==> config.mk <==
export PLATFORM = sky130hd
export DESIGN_NAME = pin_mux
export DESIGN_NICKNAME = d
export VERILOG_FILES = /design/src/logic/pin_mux_pkg.sv /design/src/logic/input_sync.sv /design/src/logic/pin_mux.sv
export VERILOG_INCLUDE_DIRS = /design/src /design/src/logic
export SDC_FILE = /design/constraint.sdc
export NUM_CORES = 1
export LEC_CHECK = 0
export BUFFER_PORTS_ARGS = -buffer_cell sky130_fd_sc_hd__buf_2
export CAP_MARGIN = 20
export CORE_MARGIN = 4
export CORE_UTILIZATION = 26
export DETAILED_ROUTE_END_ITERATION = 6
export GPL_TIMING_DRIVEN = 0
export SLEW_MARGIN = 40
export SYNTH_ARGS = -nofsm -noshare
export SYNTH_HDL_FRONTEND = slang
export SYNTH_HIERARCHICAL = 1
export SYNTH_SLANG_ARGS = --single-unit
==> constraint.sdc <==
create_clock -name clk -period 1.6 [get_ports clk]
set_input_delay 0.32 -clock clk [delete_from_list [all_inputs] [get_ports clk]]
set_output_delay 0.32 -clock clk [all_outputs]
set_load 0.01 [all_outputs]
==> src/logic/pin_mux_map.svh <==
// register offsets, field positions, reset values of the pin-function mux
// assumes inclusion by bare name from the design files under logic/
//
// Behaviour
// - serial out keeper on when D4 is 0
// - serial out D3-D1: off, codec data, gpo
// - serial out codes 011-111 route internal signals
// - serial out gpo level follows D0
// - serial in D2-D1 mode, D0 reads level
// - spi data out D4-D1: off, spi, gpo
// - spi data out codes 0011-1010 route signals
// - spi data out gpo level follows D0
// - spi clock D2-D1 selects pin use
// - spi clock D0 reads pin, writes ignored
// - general input one D6-D5 mode, D4 level
// - general input two D2-D1 mode, D0 level
`ifndef PIN_MUX_MAP_SVH
`define PIN_MUX_MAP_SVH

// ****************************************
// register offsets
// ****************************************
`define SERIAL_OUT_PIN_CONTROL 7'h35
`define SERIAL_IN_PIN_CONTROL 7'h36
`define SPI_DATA_OUT_PIN_CONTROL 7'h37
`define SPI_CLOCK_PIN_CONTROL 7'h38
`define GENERAL_INPUTS_PIN_CONTROL 7'h39

// ****************************************
// reset values
// ****************************************
`define SERIAL_OUT_RESET 8'h12
`define SERIAL_IN_MODE_RESET 2'h1
`define SPI_DATA_OUT_RESET 8'h02
`define SPI_CLOCK_MODE_RESET 2'h1
`define GENERAL_INPUTS_RESET 8'h00

// ****************************************
// field positions
// ****************************************
`define KEEPER_OFF_BIT 4
`define GPO_LEVEL_BIT 0
`define SERIAL_OUT_SEL_HI 3
`define SPI_OUT_SEL_HI 4
`define MODE_LO 1
`define MODE_HI 2
`define INPUT_ONE_MODE_LO 5
`define INPUT_ONE_MODE_HI 6
`define INPUT_ONE_LEVEL_BIT 4
`define INPUT_ONE_RESERVED_BIT 7
`define INPUT_TWO_RESERVED_BIT 3

// ****************************************
// two-bit input modes
// ****************************************
`define IN_OFF 2'h0
`define IN_MAIN 2'h1
`define IN_GENERAL 2'h2
`define IN_ALT 2'h3

`endif

==> src/logic/pin_mux_pkg.sv <==
// types shared by the pin-function mux
// assumes nothing of its surroundings
package pin_mux_pkg;

   typedef logic [7:0] reg_byte_t;
   typedef logic [6:0] reg_addr_t;
   typedef logic [1:0] in_mode_t;

endpackage

==> src/logic/input_sync.sv <==
// three-stage synchroniser with agreement filter for pin inputs
// assumes asynchronous pins and one clock
module input_sync #(
   parameter int WIDTH = 4
) (
   input wire logic clk,
   input wire logic reset_n,
   input wire logic [WIDTH-1:0] pin,
   output logic [WIDTH-1:0] level
);

   // ****************************************
   // per-pin stages
   // ****************************************
   genvar i;
   generate
      for (i = 0; i < WIDTH; i = i + 1) begin : g_bit
         logic s1;
         logic s2;
         logic s3;
         always_ff @(posedge clk) begin
            if (!reset_n) begin
               s1 <= 1'h0;
               s2 <= 1'h0;
               s3 <= 1'h0;
               level[i] <= 1'h0;
            end else begin
               s1 <= pin[i];
               s2 <= s1;
               s3 <= s2;
               if (s2 == s3) begin
                  level[i] <= s3;
               end
            end
         end
      end
   endgenerate

endmodule

==> src/logic/pin_mux.sv <==
// pin-function multiplexer with its five control registers
// assumes a host control port giving single-cycle read and write strobes
`include "pin_mux_map.svh"

module pin_mux (
   input wire logic clk,
   input wire logic reset_n,
   // control port
   input wire logic reg_write,
   input wire logic reg_read,
   input wire pin_mux_pkg::reg_addr_t reg_addr,
   input wire pin_mux_pkg::reg_byte_t reg_wdata,
   output pin_mux_pkg::reg_byte_t reg_rdata,
   input wire logic i2c_selected,
   // internal sources
   input wire logic codec_serial_data_out,
   input wire logic spi_serial_data_out,
   input wire logic clock_output_signal,
   input wire logic interrupt_line_one,
   input wire logic interrupt_line_two,
   input wire logic secondary_bit_clock_out,
   input wire logic secondary_word_clock_out,
   input wire logic secondary_serial_data_out,
   input wire logic record_word_clock,
   input wire logic mic_modulator_clock,
   // output pins
   output logic serial_out_pin_o,
   output logic serial_out_pin_oe_n,
   output logic serial_out_keeper_en,
   output logic spi_data_out_pin_o,
   output logic spi_data_out_pin_oe_n,
   // input pins
   input wire logic serial_in_pin,
   input wire logic spi_clock_pin,
   input wire logic general_input_one,
   input wire logic general_input_two,
   // input buffer enables
   output logic serial_in_buffer_en,
   output logic spi_clock_buffer_en,
   output logic general_input_one_buffer_en,
   output logic general_input_two_buffer_en,
   // routed inputs to internal blocks
   output logic codec_data_in,
   output logic spi_clock_in,
   output logic spi_clock_alt_in,
   output logic general_input_one_alt_in,
   output logic general_input_two_alt_in,
   output logic headphone_speaker_select_input
);

   // ****************************************
   // control registers
   // ****************************************
   pin_mux_pkg::reg_byte_t serial_out_ctl;
   pin_mux_pkg::reg_byte_t spi_out_ctl;
   logic [7:1] serial_in_ctl;
   logic [7:1] spi_clock_ctl;
   logic [7:0] inputs_ctl;

   // ****************************************
   // synchronised pin levels
   // ****************************************
   logic [3:0] level;

   input_sync #(.WIDTH(4)) u_sync (
      .clk(clk),
      .reset_n(reset_n),
      .pin({general_input_two, general_input_one, spi_clock_pin, serial_in_pin}),
      .level(level)
   );

   // ****************************************
   // decode
   // ****************************************
   function automatic logic hit(input pin_mux_pkg::reg_addr_t a, input logic [6:0] off);
      hit = (a == off);
   endfunction

   wire wr_serial_out = reg_write && hit(reg_addr, `SERIAL_OUT_PIN_CONTROL);
   wire wr_serial_in = reg_write && hit(reg_addr, `SERIAL_IN_PIN_CONTROL);
   wire wr_spi_out = reg_write && hit(reg_addr, `SPI_DATA_OUT_PIN_CONTROL);
   wire wr_spi_clock = reg_write && hit(reg_addr, `SPI_CLOCK_PIN_CONTROL);
   wire wr_inputs = reg_write && hit(reg_addr, `GENERAL_INPUTS_PIN_CONTROL);

   wire [2:0] serial_out_sel = serial_out_ctl[`SERIAL_OUT_SEL_HI:`MODE_LO];
   wire [3:0] spi_out_sel = spi_out_ctl[`SPI_OUT_SEL_HI:`MODE_LO];
   wire [1:0] serial_in_mode = serial_in_ctl[`MODE_HI:`MODE_LO];
   wire [1:0] spi_clock_mode = spi_clock_ctl[`MODE_HI:`MODE_LO];
   wire [1:0] one_mode = inputs_ctl[`INPUT_ONE_MODE_HI:`INPUT_ONE_MODE_LO];
   wire [1:0] two_mode = inputs_ctl[`MODE_HI:`MODE_LO];

   // ****************************************
   // serial out selection
   // ****************************************
   logic next_serial_out;
   logic next_serial_out_on;
   always_comb begin
      next_serial_out_on = 1'h1;
      case (serial_out_sel)
         3'h0: begin
            next_serial_out = 1'h0;
            next_serial_out_on = 1'h0;
         end
         3'h1: next_serial_out = codec_serial_data_out;
         3'h2: next_serial_out = serial_out_ctl[`GPO_LEVEL_BIT];
         3'h3: next_serial_out = clock_output_signal;
         3'h4: next_serial_out = interrupt_line_one;
         3'h5: next_serial_out = interrupt_line_two;
         3'h6: next_serial_out = secondary_bit_clock_out;
         3'h7: next_serial_out = secondary_word_clock_out;
         default: next_serial_out = 1'h0;
      endcase
   end

   // ****************************************
   // spi data out selection
   // ****************************************
   logic next_spi_out;
   logic next_spi_out_on;
   always_comb begin
      next_spi_out_on = 1'h1;
      case (spi_out_sel)
         4'h1: begin
            next_spi_out = spi_serial_data_out;
            next_spi_out_on = !i2c_selected;
         end
         4'h2: next_spi_out = spi_out_ctl[`GPO_LEVEL_BIT];
         4'h3: next_spi_out = clock_output_signal;
         4'h4: next_spi_out = interrupt_line_one;
         4'h5: next_spi_out = interrupt_line_two;
         4'h6: next_spi_out = record_word_clock;
         4'h7: next_spi_out = mic_modulator_clock;
         4'h8: next_spi_out = secondary_serial_data_out;
         4'h9: next_spi_out = secondary_bit_clock_out;
         4'hA: next_spi_out = secondary_word_clock_out;
         default: begin
            next_spi_out = 1'h0;
            next_spi_out_on = 1'h0;
         end
      endcase
   end

   // ****************************************
   // readback
   // ****************************************
   pin_mux_pkg::reg_byte_t next_rdata;
   always_comb begin
      case (reg_addr)
         `SERIAL_OUT_PIN_CONTROL: next_rdata = serial_out_ctl;
         `SERIAL_IN_PIN_CONTROL: next_rdata = {serial_in_ctl, level[0]};
         `SPI_DATA_OUT_PIN_CONTROL: next_rdata = spi_out_ctl;
         `SPI_CLOCK_PIN_CONTROL: next_rdata = {spi_clock_ctl, level[1]};
         `GENERAL_INPUTS_PIN_CONTROL: next_rdata = {inputs_ctl[7:5], level[2],
            inputs_ctl[3:1], level[3]};
         default: next_rdata = 8'h00;
      endcase
   end

   // ****************************************
   // register writes
   // ****************************************
   always_ff @(posedge clk) begin
      if (!reset_n) begin
         serial_out_ctl <= `SERIAL_OUT_RESET;
         serial_in_ctl <= {5'h00, `SERIAL_IN_MODE_RESET};
         spi_out_ctl <= `SPI_DATA_OUT_RESET;
         spi_clock_ctl <= {5'h00, `SPI_CLOCK_MODE_RESET};
         inputs_ctl <= `GENERAL_INPUTS_RESET;
         reg_rdata <= 8'h00;
      end else begin
         if (wr_serial_out) serial_out_ctl <= reg_wdata;
         if (wr_serial_in) serial_in_ctl <= reg_wdata[7:1];
         if (wr_spi_out) spi_out_ctl <= reg_wdata;
         if (wr_spi_clock) spi_clock_ctl <= reg_wdata[7:1];
         if (wr_inputs) inputs_ctl <= {reg_wdata[7:5], 1'h0, reg_wdata[3:1], 1'h0};
         if (reg_read) reg_rdata <= next_rdata;
      end
   end

   // ****************************************
   // pin drive, updated the cycle after a write
   // ****************************************
   always_ff @(posedge clk) begin
      if (!reset_n) begin
         serial_out_pin_o <= 1'h0;
         serial_out_pin_oe_n <= 1'h1;
         serial_out_keeper_en <= 1'h0;
         spi_data_out_pin_o <= 1'h0;
         spi_data_out_pin_oe_n <= 1'h1;
      end else begin
         serial_out_pin_o <= next_serial_out;
         serial_out_pin_oe_n <= !next_serial_out_on;
         serial_out_keeper_en <= !serial_out_ctl[`KEEPER_OFF_BIT];
         spi_data_out_pin_o <= next_spi_out;
         spi_data_out_pin_oe_n <= !next_spi_out_on;
      end
   end

   // ****************************************
   // input buffers and routing
   // ****************************************
   always_ff @(posedge clk) begin
      if (!reset_n) begin
         serial_in_buffer_en <= 1'h0;
         spi_clock_buffer_en <= 1'h0;
         general_input_one_buffer_en <= 1'h0;
         general_input_two_buffer_en <= 1'h0;
         codec_data_in <= 1'h0;
         spi_clock_in <= 1'h0;
         spi_clock_alt_in <= 1'h0;
         general_input_one_alt_in <= 1'h0;
         general_input_two_alt_in <= 1'h0;
         headphone_speaker_select_input <= 1'h0;
      end else begin
         serial_in_buffer_en <= serial_in_mode == `IN_MAIN || serial_in_mode == `IN_GENERAL;
         spi_clock_buffer_en <= spi_clock_mode != `IN_OFF;
         general_input_one_buffer_en <= one_mode == `IN_MAIN || one_mode == `IN_GENERAL;
         general_input_two_buffer_en <= two_mode != `IN_OFF;
         codec_data_in <= serial_in_mode == `IN_MAIN && level[0];
         spi_clock_in <= spi_clock_mode == `IN_MAIN && level[1];
         spi_clock_alt_in <= spi_clock_mode == `IN_ALT && level[1];
         general_input_one_alt_in <= one_mode == `IN_MAIN && level[2];
         general_input_two_alt_in <= two_mode == `IN_MAIN && level[3];
         headphone_speaker_select_input <= two_mode == `IN_ALT && level[3];
      end
   end

endmodule

==> run metrics, run 1 <==
status finished, final reports clean; first-pass GRT wire length 12200 um; worst hold endpoint u_sync/g_bit[1].s1; WL per Instance 15.1 um; largest net degree at the start of global routing 15; DR pass1 iterations 4; I/O pin cnt 57; nature of the critical path startpoint input pin; master of the slowest instance on the critical path or3_1; worst reg2reg path endpoint serial_out_pin_o; fin crit share 0.963; Fin. Hold Viols 0; CP endpoint kind register; clk_lat worst skew about 0.34 ns; switching power as a share of total power 0.229; RSZ-0062 raised after global routing no; Hold Crit Class in -> reg; Synth Flop Type dfxtp_1; hold buffers post-CTS 0; Max Clock Skew ~0.0026 ns; Sink Count 75; Pint 3.21 mW; max_cap viols 0; P_sw 954 uW; num rows 39; CP Class in -> reg; reg2reg setup slack approximately 0.12 ns; Starting Density 0.266; layout cell share with drive strength beyond 1 0.249; Worst setup startpoint reg_addr[6]; drt total wl 7970 um; CP max stage delay 0.52 ns; # fillers 1193; gpl congestion 0.792; via count 2515; clk slew on worst S/H paths 0.06 ns; Post-synth EDFFs 0; TNS Setup 0 ns; Ant. Diodes 0; cells along the critical path buf_2, nand4b_1, or3_1, clkbuf_1, nand3_1, o21ai_0; DP Worst Slack -0.497 ns; number of remaining DRC errors 0; number of global-route vias before repair 2482; die area 13400 um^2; Num CTS Buffers 9; sequential share of the synthesized area 0.497; vias per cell approximately 4.8; worst hold stages 2; DR iter-0 viols between 100 and 150; Synth Instances 314; Tmin final 1.54 ns; Antenna Violating Nets Remaining 0; leak pwr 1.58 nW; fmax 0.649 GHz; YS warnings 6; IO Port Bufs 54; CTS tree yes; nets 416; library cells used by synthesis 44; synthesized area 3020 um^2; total gr overflow 0; Reg power frac 0.458; Worst EP arrival 1.74 ns; post-DP HPWL about 6000 um; worst r2r src serial_out_ctl[2]; Max VDD drop 0.000630 V; worst hold start spi_clock_pin; R2R cell count 4; Core Box Area ~11000 um^2; H-tree depth 3; area added between synthesis and finish 25.5%; endpoints failing setup 0; Clock Root Buffer clkbuf_16; worst slew pin tran 0.690 ns; CP Max Fanout 10; GRT Resource Usage Total 0.119; clock power share 0.486; post-route design area between 3000 and 4000 um^2; Die Y 116 um; Pwr per Cell Area 1100 nW/um^2; initial antenna violation count 0; combinational share of power 0.055; clk buf depth 2; number of synthesized register bits 75; syn nets 350; worst setup margin 0.0594 ns; Die X 116 um; asr flop ratio synth 0; Post-Syn Area per Cell 9.62 um^2; placed inst area 3470 um^2; Critical Path RT 1.80 ns; fin. max-slew vios 0; Max-slew headroom 0.540
## flip-flops by register name, summed over array words and instances, names as in the netlist, 4 cells and up
register         cells
reg_rdata            8
serial_out_ctl       8
spi_out_ctl          8
serial_in_ctl        7
spi_clock_ctl        7
inputs_ctl           6
u_sync/g_bit.s1      4
u_sync/g_bit.s2      4
u_sync/g_bit.s3      4
u_sync/level         4
## cells in the final DEF, fill, tap and decap left out, types with 4 or more instances in the layout
cell	n
o21ai_0	16
nand3_1	16
nor2_1	31
and2_1	5
o22ai_1	5
inv_1	5
nand2_1	19
a221oi_1	6
a21boi_0	4
clkbuf_16	9
dfxtp_1	75
buf_1	5
clkbuf_1	9
buf_2	59
nor2b_1	4
o21ai_1	8
and2_2	8
mux2i_1	40
a22oi_1	5
a21oi_1	6
## Yosys cell counts (6+ instances only)
master | count | share of area
o21ai_0 | 16 | 0.027
clkbuf_1 | 11 | 0.014
a221oi_1 | 6 | 0.017
mux2i_1 | 40 | 0.13
nor2_1 | 31 | 0.039
nand2_1 | 19 | 0.024
dfxtp_1 | 75 | 0.50
nand3_1 | 17 | 0.028
and2_2 | 8 | 0.020
o21ai_1 | 8 | 0.013
a21oi_1 | 6 | 0.0099
## worst max-delay path by stage
| stage | end | slack (ns) | cells after the start |
|---|---|---|---|
| 6_report | serial_in_ctl[5] | 0.06 | 6 |
| 5_1_grt | serial_in_ctl[6] | 0.009 | 6 |
| 4_1_cts | reg_rdata[2] | 0.001 | 7 |
| 3_5_place_dp | general_input_two_buffer_en | -0.50 | 5 |
| 3_3_place_gp | general_input_two_buffer_en | -0.51 | 5 |
| 2_1_floorplan | inputs_ctl[7] | 0.05 | 6 |
## power groups by stage
stage	clock network [mW]	registers, mW	logic, mW
finish	2.02	1.91	0.230
global route	2.14	1.91	0.252
CTS	2.06	1.91	0.233
detailed placement	0	1.95	0.231
global placement	0	1.95	0.227
floorplan	0	1.96	0.113
## cells by family (layout without fill, tap and decap cells)
| group | after synthesis | count (layout) | synth area share |
|---|---|---|---|
| AND/OR/NAND/NOR | 104 | 104 | 0.181 |
| flip-flops | 75 | 75 | 0.497 |
| AO/OA/AOI/OAI | 61 | 61 | 0.127 |
| multiplexers | 41 | 41 | 0.140 |
| buffers and inverters | 31 | 102 | 0.0460 |
| adder cells (fa/ha/maj) | 2 | 2 | 0.00829 |
## final cells by class
| cell class | instances | area (um^2) | share of cell area |
|---|---|---|---|
| Buffer | 23 | 110 | 0.0291 |
| Clock inverter | 7 | 76.3 | 0.0201 |
| Multi-Input combinational cell | 208 | 1380 | 0.365 |
| Clock buffer | 9 | 225 | 0.0594 |
| Tap cell | 143 | 179 | 0.0472 |
| Inverter | 7 | 27.5 | 0.00727 |
| Sequential cell | 75 | 1500 | 0.396 |
| Timing Repair Buffer | 56 | 285 | 0.0753 |
## metal layers
metal / part of all wire / global-route usage / vias up
li1: - / - / 1254
met1: 0.43 / 0.143 / 1174
met2: 0.48 / 0.193 / 74
met3: 0.074 / 0.0402 / 13
met4: 0.015 / 0.0534 / 0
met5: 0 / 0 / -
## timing repair
item,4_1_cts,5_1_grt
hold endpoints to repair,0,0
setup endpoints to repair,26,18
gates resized for setup,3,0
buffers inserted,0,2
pin swaps,0,1
## per-stage QoR
step                      std cells   util  hold WS [ns]  total power [mW]
final                           528  0.333         0.189              4.16
after global routing            528  0.333         0.196              4.30
after CTS                       527  0.332         0.186              4.20
after detailed placement        511  0.305         0.427              2.18
after global placement          511  0.305         0.414              2.18
after floorplan                 314      -         0.412              2.07
## critical path: cells and delay by family
kind	cells	cell delay [ns]
simple gates	3	0.95
buf+inv	2	0.37
compound gates	1	0.10
No activity file was read; power rests on OpenSTA's default activity.
==> inputs of run 2 (changes only) <==
- CELL_PAD_IN_SITES_DETAIL_PLACEMENT: default -> 1
- CELL_PAD_IN_SITES_GLOBAL_PLACEMENT: default -> 2
- PLACE_DENSITY_LB_ADDON: default -> 0.1
- SETUP_SLACK_MARGIN: default -> 0.1
==> run 2 against run 1 <==
Against the previous run: setup slack improved by 0.13 ns; fmax increased by 9.4%; die area unchanged; flip-flop and latch count did not move; largest cell class unchanged; routed wire length increased by 15%; critical path type unchanged; non-clock buffer count did not move; combinational power grew 3%; clock-buffer cell count increased by 4; final cell count shrank 0.19%; register-to-register slack better by 0.14 ns; global-route usage up 2.9 points.
==> run metrics, run 2 (synthesized netlist as in run 1, its figures left out) <==
Sink Count 75 (unchanged); Worst EP arrival 1.61 ns (was 1.74 ns); via count 2483 (was 2515); combinational share of power 0.057 (was 0.055); initial antenna violation count 0 (unchanged); Critical Path RT 1.80 ns (about the same); clk_lat worst skew 0.35 ns (was 0.34 ns); overall power 4.20 mW (was 4.16 mW); Fin. Hold Viols 0 (unchanged); Core Box Area 11400 um^2 (unchanged); P_sw 920 uW (was 954 uW); Die Y 116 um (unchanged); max_cap viols 0 (unchanged); switching power as a share of total power 0.219 (was 0.229); Num CTS Buffers 9 (unchanged); CTS tree yes (unchanged); leak pwr 1.61 nW (was 1.58 nW); DR iter-0 viols 75 (was 114); Tmin final 1.41 ns (was 1.54 ns); Hold Crit Class in -> reg (unchanged); total gr overflow 0 (unchanged); nets 416 (unchanged); fmax 0.710 GHz (was 0.649 GHz); CP endpoint kind register (unchanged); number of remaining DRC errors 0 (unchanged); RSZ-0062 raised after global routing no (unchanged); gpl congestion 0.724 (was 0.792); Max Clock Skew 0.00970 ns (was 0.00260 ns); fin crit share 0.880 (was 0.963); clk buf depth 2 (unchanged); Max VDD drop 0.000595 V (was 0.000630 V); area added between synthesis and finish 26.7% (was 25.5%); fin. max-slew vios 0 (unchanged); drt total wl 9180 um (was 7970 um); Die X 116 um (unchanged); clock power share 0.488 (was 0.486); Ant. Diodes 0 (unchanged); Reg power frac 0.455 (was 0.458); TNS Setup 0 ns (unchanged); # fillers 1329 (was 1193); Clock Root Buffer clkbuf_16 (unchanged); CP Max Fanout 7 (was 10); commonest non-fill, non-tap cell in the layout dfxtp_1 (unchanged); hold buffers post-CTS 0 (unchanged); largest net degree at the start of global routing 19 (was 15); CP Class in -> reg (unchanged); die area 13400 um^2 (unchanged); nature of the critical path startpoint input pin (unchanged); Antenna Violating Nets Remaining 0 (unchanged); status finished, final reports clean (unchanged); commonest non-fill, non-tap cells in the layout dfxtp_1, buf_2, mux2i_1, nor2_1, nand2_1 (unchanged); clk slew on worst S/H paths 0.05 ns (was 0.06 ns); num rows 39 (unchanged); Pwr per Cell Area 1100 nW/um^2 (about the same); worst slew pin tran 0.729 ns (was 0.690 ns); worst hold slack 0.184 ns (was 0.189 ns); DR pass1 iterations 4 (unchanged); final core occ 0.337 (was 0.333); post-DP HPWL 6610 um (was 5940 um); biggest regs reg_rdata x8, serial_out_ctl x8, spi_out_ctl x8 (unchanged); first-pass GRT wire length 14600 um (was 12200 um); GRT Resource Usage Total 0.148 (was 0.119); WL per Instance 17.4 um (was 15.1 um); vias per cell 4.71 (was 4.76); layout cell share with drive strength beyond 1 0.255 (was 0.249); H-tree depth 3 (unchanged); Max-slew headroom 0.514 (was 0.540); IO Port Bufs 54 (unchanged); endpoints failing setup 0 (unchanged); I/O pin cnt 57 (unchanged); number of global-route vias before repair 2584 (was 2482); Pint 3.28 mW (was 3.21 mW); Starting Density 0.266 (unchanged)
## run 2: power by group through the flow
stage | sequential [mW] | combinational (mW) | clock (mW)
CTS | 1.91 | 0.241 | 2.13
finish | 1.91 | 0.238 | 2.05
global route | 1.91 | 0.267 | 2.18
global placement | 1.95 | 0.238 | 0
floorplan | 1.96 | 0.114 | 0
detailed placement | 1.95 | 0.239 | 0
## run 2: what timing repair did
| item | in CTS | in global routing |
|---|---|---|
| pin swaps | 1 | 0 |
| setup endpoints to repair | 39 | 29 |
| buffers inserted | 1 | 2 |
| gates resized for setup | 4 | 5 |
## run 2: per-layer routing
metal  global-route usage  vias to the layer above  share of wire  routed length, um
li1                     -                     1246              -                  -
met1                0.181                     1178           0.46               4210
met2                0.244                       46           0.48               4420
met3               0.0486                       13          0.044                405
met4               0.0510                        0          0.015                142
met5                    0                        -              0                  0
## run 2: cell type report
cell class	instances	area, um^2	area share
sequential	75	1500	0.392
multi-input combinational	208	1400	0.365
timing repair buffer	57	305	0.0798
clock buffer	13	260	0.0680
tap	143	179	0.0468
buffer	22	121	0.0317
clock inverter	2	35.0	0.00916
inverter	7	27.5	0.00719
## run 2: path summary, 6_finish.rpt
| check | start | depth (start not counted) | endpoint | slack [ns] |
|---|---|---|---|---|
| min reg2reg | u_sync/g_bit[0].s1 | 1 | u_sync/g_bit[0].s2 | 0.44 |
| min | serial_in_pin | 2 | u_sync/g_bit[0].s1 | 0.18 |
| max | reg_addr[1] | 7 | spi_clock_ctl[7] | 0.19 |
| max reg2reg | serial_out_ctl[2] | 3 | serial_out_pin_o | 0.26 |
## run 2: worst max-delay path, stage by stage
cell and delay, ns:
buf_2 0.12, or3b_1 0.39, buf_6 0.15, nor3_4 0.21, buf_12 0.17, mux2i_1 0.19
nor2_1 0.05
## run 2: through the flow
| step | area (um^2) | setup WS [ns] | std cells |
|---|---|---|---|
| finish | 3830 | 0.191 | 527 |
| global placement | 3480 | -0.694 | 511 |
| CTS | 3800 | 0.0487 | 525 |
| detailed placement | 3480 | -0.671 | 511 |
| floorplan | 3030 | 0.0597 | 314 |
| global route | 3830 | 0.0832 | 527 |
==> inputs of run 3 (changes only) <==
==> constraint.sdc (replaced) <==
create_clock -name clk -period 1.4 [get_ports clk]
set_input_delay 0.21 -clock clk [delete_from_list [all_inputs] [get_ports clk]]
set_output_delay 0.21 -clock clk [all_outputs]
set_load 0.01 [all_outputs]
==> run 3 against run 2 <==
Against the previous run: non-clock buffer count rose by 2; clock-buffer cell count fell by 3; critical path depth did not move; flip-flop and latch count did not move; combinational power rose by 19%; first-iteration DRC count rose by 28%; clock power rose by 3%; global-route usage rose by 0.38 points; power rose by 9.3%; highest routed layer unchanged; sequential power rose by 14%; via count rose by 1.0%.
==> run metrics, run 3 (synthesized netlist as in run 1, its figures left out) <==
Max-slew headroom 0.572 (was 0.514); family with the most delay on the worst path simple AND/OR/NAND/NOR gates (unchanged); worst r2r src spi_out_ctl[3] (was serial_out_ctl[2]); number of remaining DRC errors 0 (unchanged); biggest regs reg_rdata x8, serial_out_ctl x8, spi_out_ctl x8 (unchanged); IO Port Bufs 54 (unchanged); RSZ-0062 raised after global routing yes (was no); Tmin final roughly 1.3 ns; H-tree depth 3 (unchanged); nets 418 (was 416); P_sw 1.10 mW (was 920 uW); vias per cell 4.73 (was 4.71); worst hold start spi_clock_pin (was serial_in_pin); switching power as a share of total power 0.241 (was 0.219); GRT Resource Usage Total 0.152 (was 0.148); Starting Density 0.266 (unchanged); endpoints failing setup 0 (unchanged); commonest non-fill, non-tap cells in the layout dfxtp_1, buf_2, mux2i_1, nor2_1, nand2_1 (unchanged); Fin. Hold Viols 0 (unchanged); CP endpoint kind register (unchanged); Num CTS Buffers 9 (unchanged); Reg power frac 0.476 (was 0.455); WL per Instance 17.7 um (was 17.4 um); post-DP HPWL 6600 um (was 6610 um); TNS Setup 0 ns (unchanged); combinational share of power 0.062 (was 0.057); Max VDD drop 0.000786 V (was 0.000595 V); via count 2509 (was 2483); CP endpoint serial_in_ctl[5] (was spi_clock_ctl[7]); num rows 39 (unchanged); commonest non-fill, non-tap cell in the layout dfxtp_1 (unchanged); die area 13400 um^2 (unchanged); Pint 3.48 mW (was 3.28 mW); area added between synthesis and finish 29.1% (was 26.7%); I/O pin cnt 57 (unchanged); Antenna Violating Nets Remaining 0 (unchanged); first-pass GRT wire length 14800 um (was 14600 um); CP max stage delay 0.42 ns (was 0.39 ns); WP depth 7 (unchanged); nature of the critical path startpoint input pin (unchanged); reg2reg setup slack 0.15 ns (was 0.26 ns); CP Max Fanout 10 (was 7); worst slew pin tran 0.642 ns (was 0.729 ns); final core occ 0.343 (was 0.337); Pwr per Cell Area 1180 nW/um^2 (was 1100 nW/um^2); Core Box Area 11400 um^2 (unchanged); fin crit share 0.912; fin. max-slew vios 0 (unchanged); Die X 116 um (unchanged); number of global-route vias before repair 2560 (was 2584); max_cap viols 0 (unchanged); status finished, final reports clean (unchanged); Worst setup startpoint reg_addr[6] (was reg_addr[1]); total gr overflow 0 (unchanged); clk buf depth 2 (unchanged); DR pass1 iterations 4 (unchanged); cells along the critical path buf_2, nand4b_1, buf_4, or3_4, clkbuf_8, nand3_2, o21ai_1 (was buf_2, or3b_1, buf_6, nor3_4, buf_12, mux2i_1, nor2_1); DR iter-0 viols 96 (was 75); fmax approximately 0.8 GHz; drt total wl 9360 um (was 9180 um); number of buffer and inverter stages on the critical path 3 (unchanged); Ant. Diodes 0 (unchanged); layout cell share with drive strength beyond 1 0.300 (was 0.255); clk_lat worst skew 0.34 ns (was 0.35 ns); post-route design area 3900 um^2 (was 3830 um^2); hold buffers post-CTS 0 (unchanged); Sink Count 75 (unchanged); placed inst area 3530 um^2 (was 3480 um^2); clock power share 0.462 (was 0.488); Clock Root Buffer clkbuf_16 (unchanged); Worst EP arrival 1.51 ns (was 1.61 ns); Critical Path RT 1.64 ns (was 1.80 ns); initial antenna violation count 0 (unchanged); Hold Crit Class in -> reg (unchanged); CTS tree yes (unchanged); CP Class in -> reg (unchanged); clk slew on worst S/H paths 0.06 ns (was 0.05 ns); largest net degree at the start of global routing 19 (unchanged); gpl congestion 0.725 (was 0.724); Max Clock Skew 0.00627 ns (was 0.00970 ns); # fillers 1324 (was 1329); worst reg2reg path endpoint spi_data_out_pin_o (was serial_out_pin_o); Die Y 116 um (unchanged); master of the slowest instance on the critical path or3_4 (was or3b_1); leak pwr 1.63 nW (was 1.61 nW); R2R cell count 5 (was 3)
-- run 3: changes by cell type in the layout (fill, tap and decap cells not counted), moves of 4 or more --
cell	change
buf_6	+4
clkbuf_1	-4
nand3_1	-4
nand3_2	+4
o21ai_0	-4
o21ai_1	+4
-- run 3: power groups by stage --
stage | Sequential, mW | Clock, mW | Combinational, mW
2_1_floorplan | 2.24 | 0 | 0.133
3_3_place_gp | 2.23 | 0 | 0.280
3_5_place_dp | 2.23 | 0 | 0.282
4_1_cts | 2.18 | 2.22 | 0.285
5_1_grt | 2.19 | 2.33 | 0.319
6_report | 2.18 | 2.12 | 0.284
-- run 3: worst min path at each step --
stage | cells past startpoint | slack (ns) | end
2_1_floorplan | 2 | 0.34 | serial_in_ctl[1]
3_3_place_gp | 1 | 0.42 | u_sync/g_bit[0].s2
4_1_cts | 2 | 0.06 | u_sync/g_bit[1].s1
6_report | 2 | 0.07 | u_sync/g_bit[1].s1
5_1_grt | 2 | 0.06 | u_sync/g_bit[1].s1
3_5_place_dp | 2 | 0.42 | u_sync/g_bit[1].s1
-- run 3: final cells by class --
cell class | instances | area [um^2] | area share
Sequential cell | 75 | 1500 | 0.386
Multi-Input combinational cell | 208 | 1440 | 0.370
Timing Repair Buffer | 59 | 315 | 0.0809
Clock buffer | 10 | 229 | 0.0587
Tap cell | 143 | 179 | 0.0459
Buffer | 22 | 158 | 0.0404
Clock inverter | 6 | 42.5 | 0.0109
Inverter | 7 | 27.5 | 0.00706
-- run 3: metrics by stage --
stage	hold slack [ns]	worst slack (ns)	power, mW	std cells
2_1_floorplan	0.335	-0.0303	2.37	314
3_3_place_gp	0.415	-0.924	2.51	511
3_5_place_dp	0.422	-0.875	2.51	511
4_1_cts	0.0563	0.102	4.68	528
5_1_grt	0.0571	0.0145	4.83	530
6_report	0.0717	0.123	4.58	530
-- run 3: worst reg2reg max path, delay by kind of cell (launching register included) --
family | cells | cell delay, ns
and+or+nand+nor | 2 | 0.31
AOI/OAI and AO/OA | 1 | 0.23
DFF | 1 | 0.30
muxes | 1 | 0.17
buffers and inverters | 1 | 0.17
-- run 3: per-layer routing --
layer | GRT usage | part of all wire
met3 | 0.0574 | 0.056
met4 | 0.0418 | 0.012
met2 | 0.244 | 0.47
met5 | 0 | 0
met1 | 0.191 | 0.46
-- run 3: what timing repair did --
action                                  in CTS  in global routing
hold endpoints to repair                     0                  0
cloned                                       0                  0
gates resized for setup                      8                 16
setup buffers                                3                  2
pin swaps                                    2                  1
endpoints found under the setup margin      52                 28
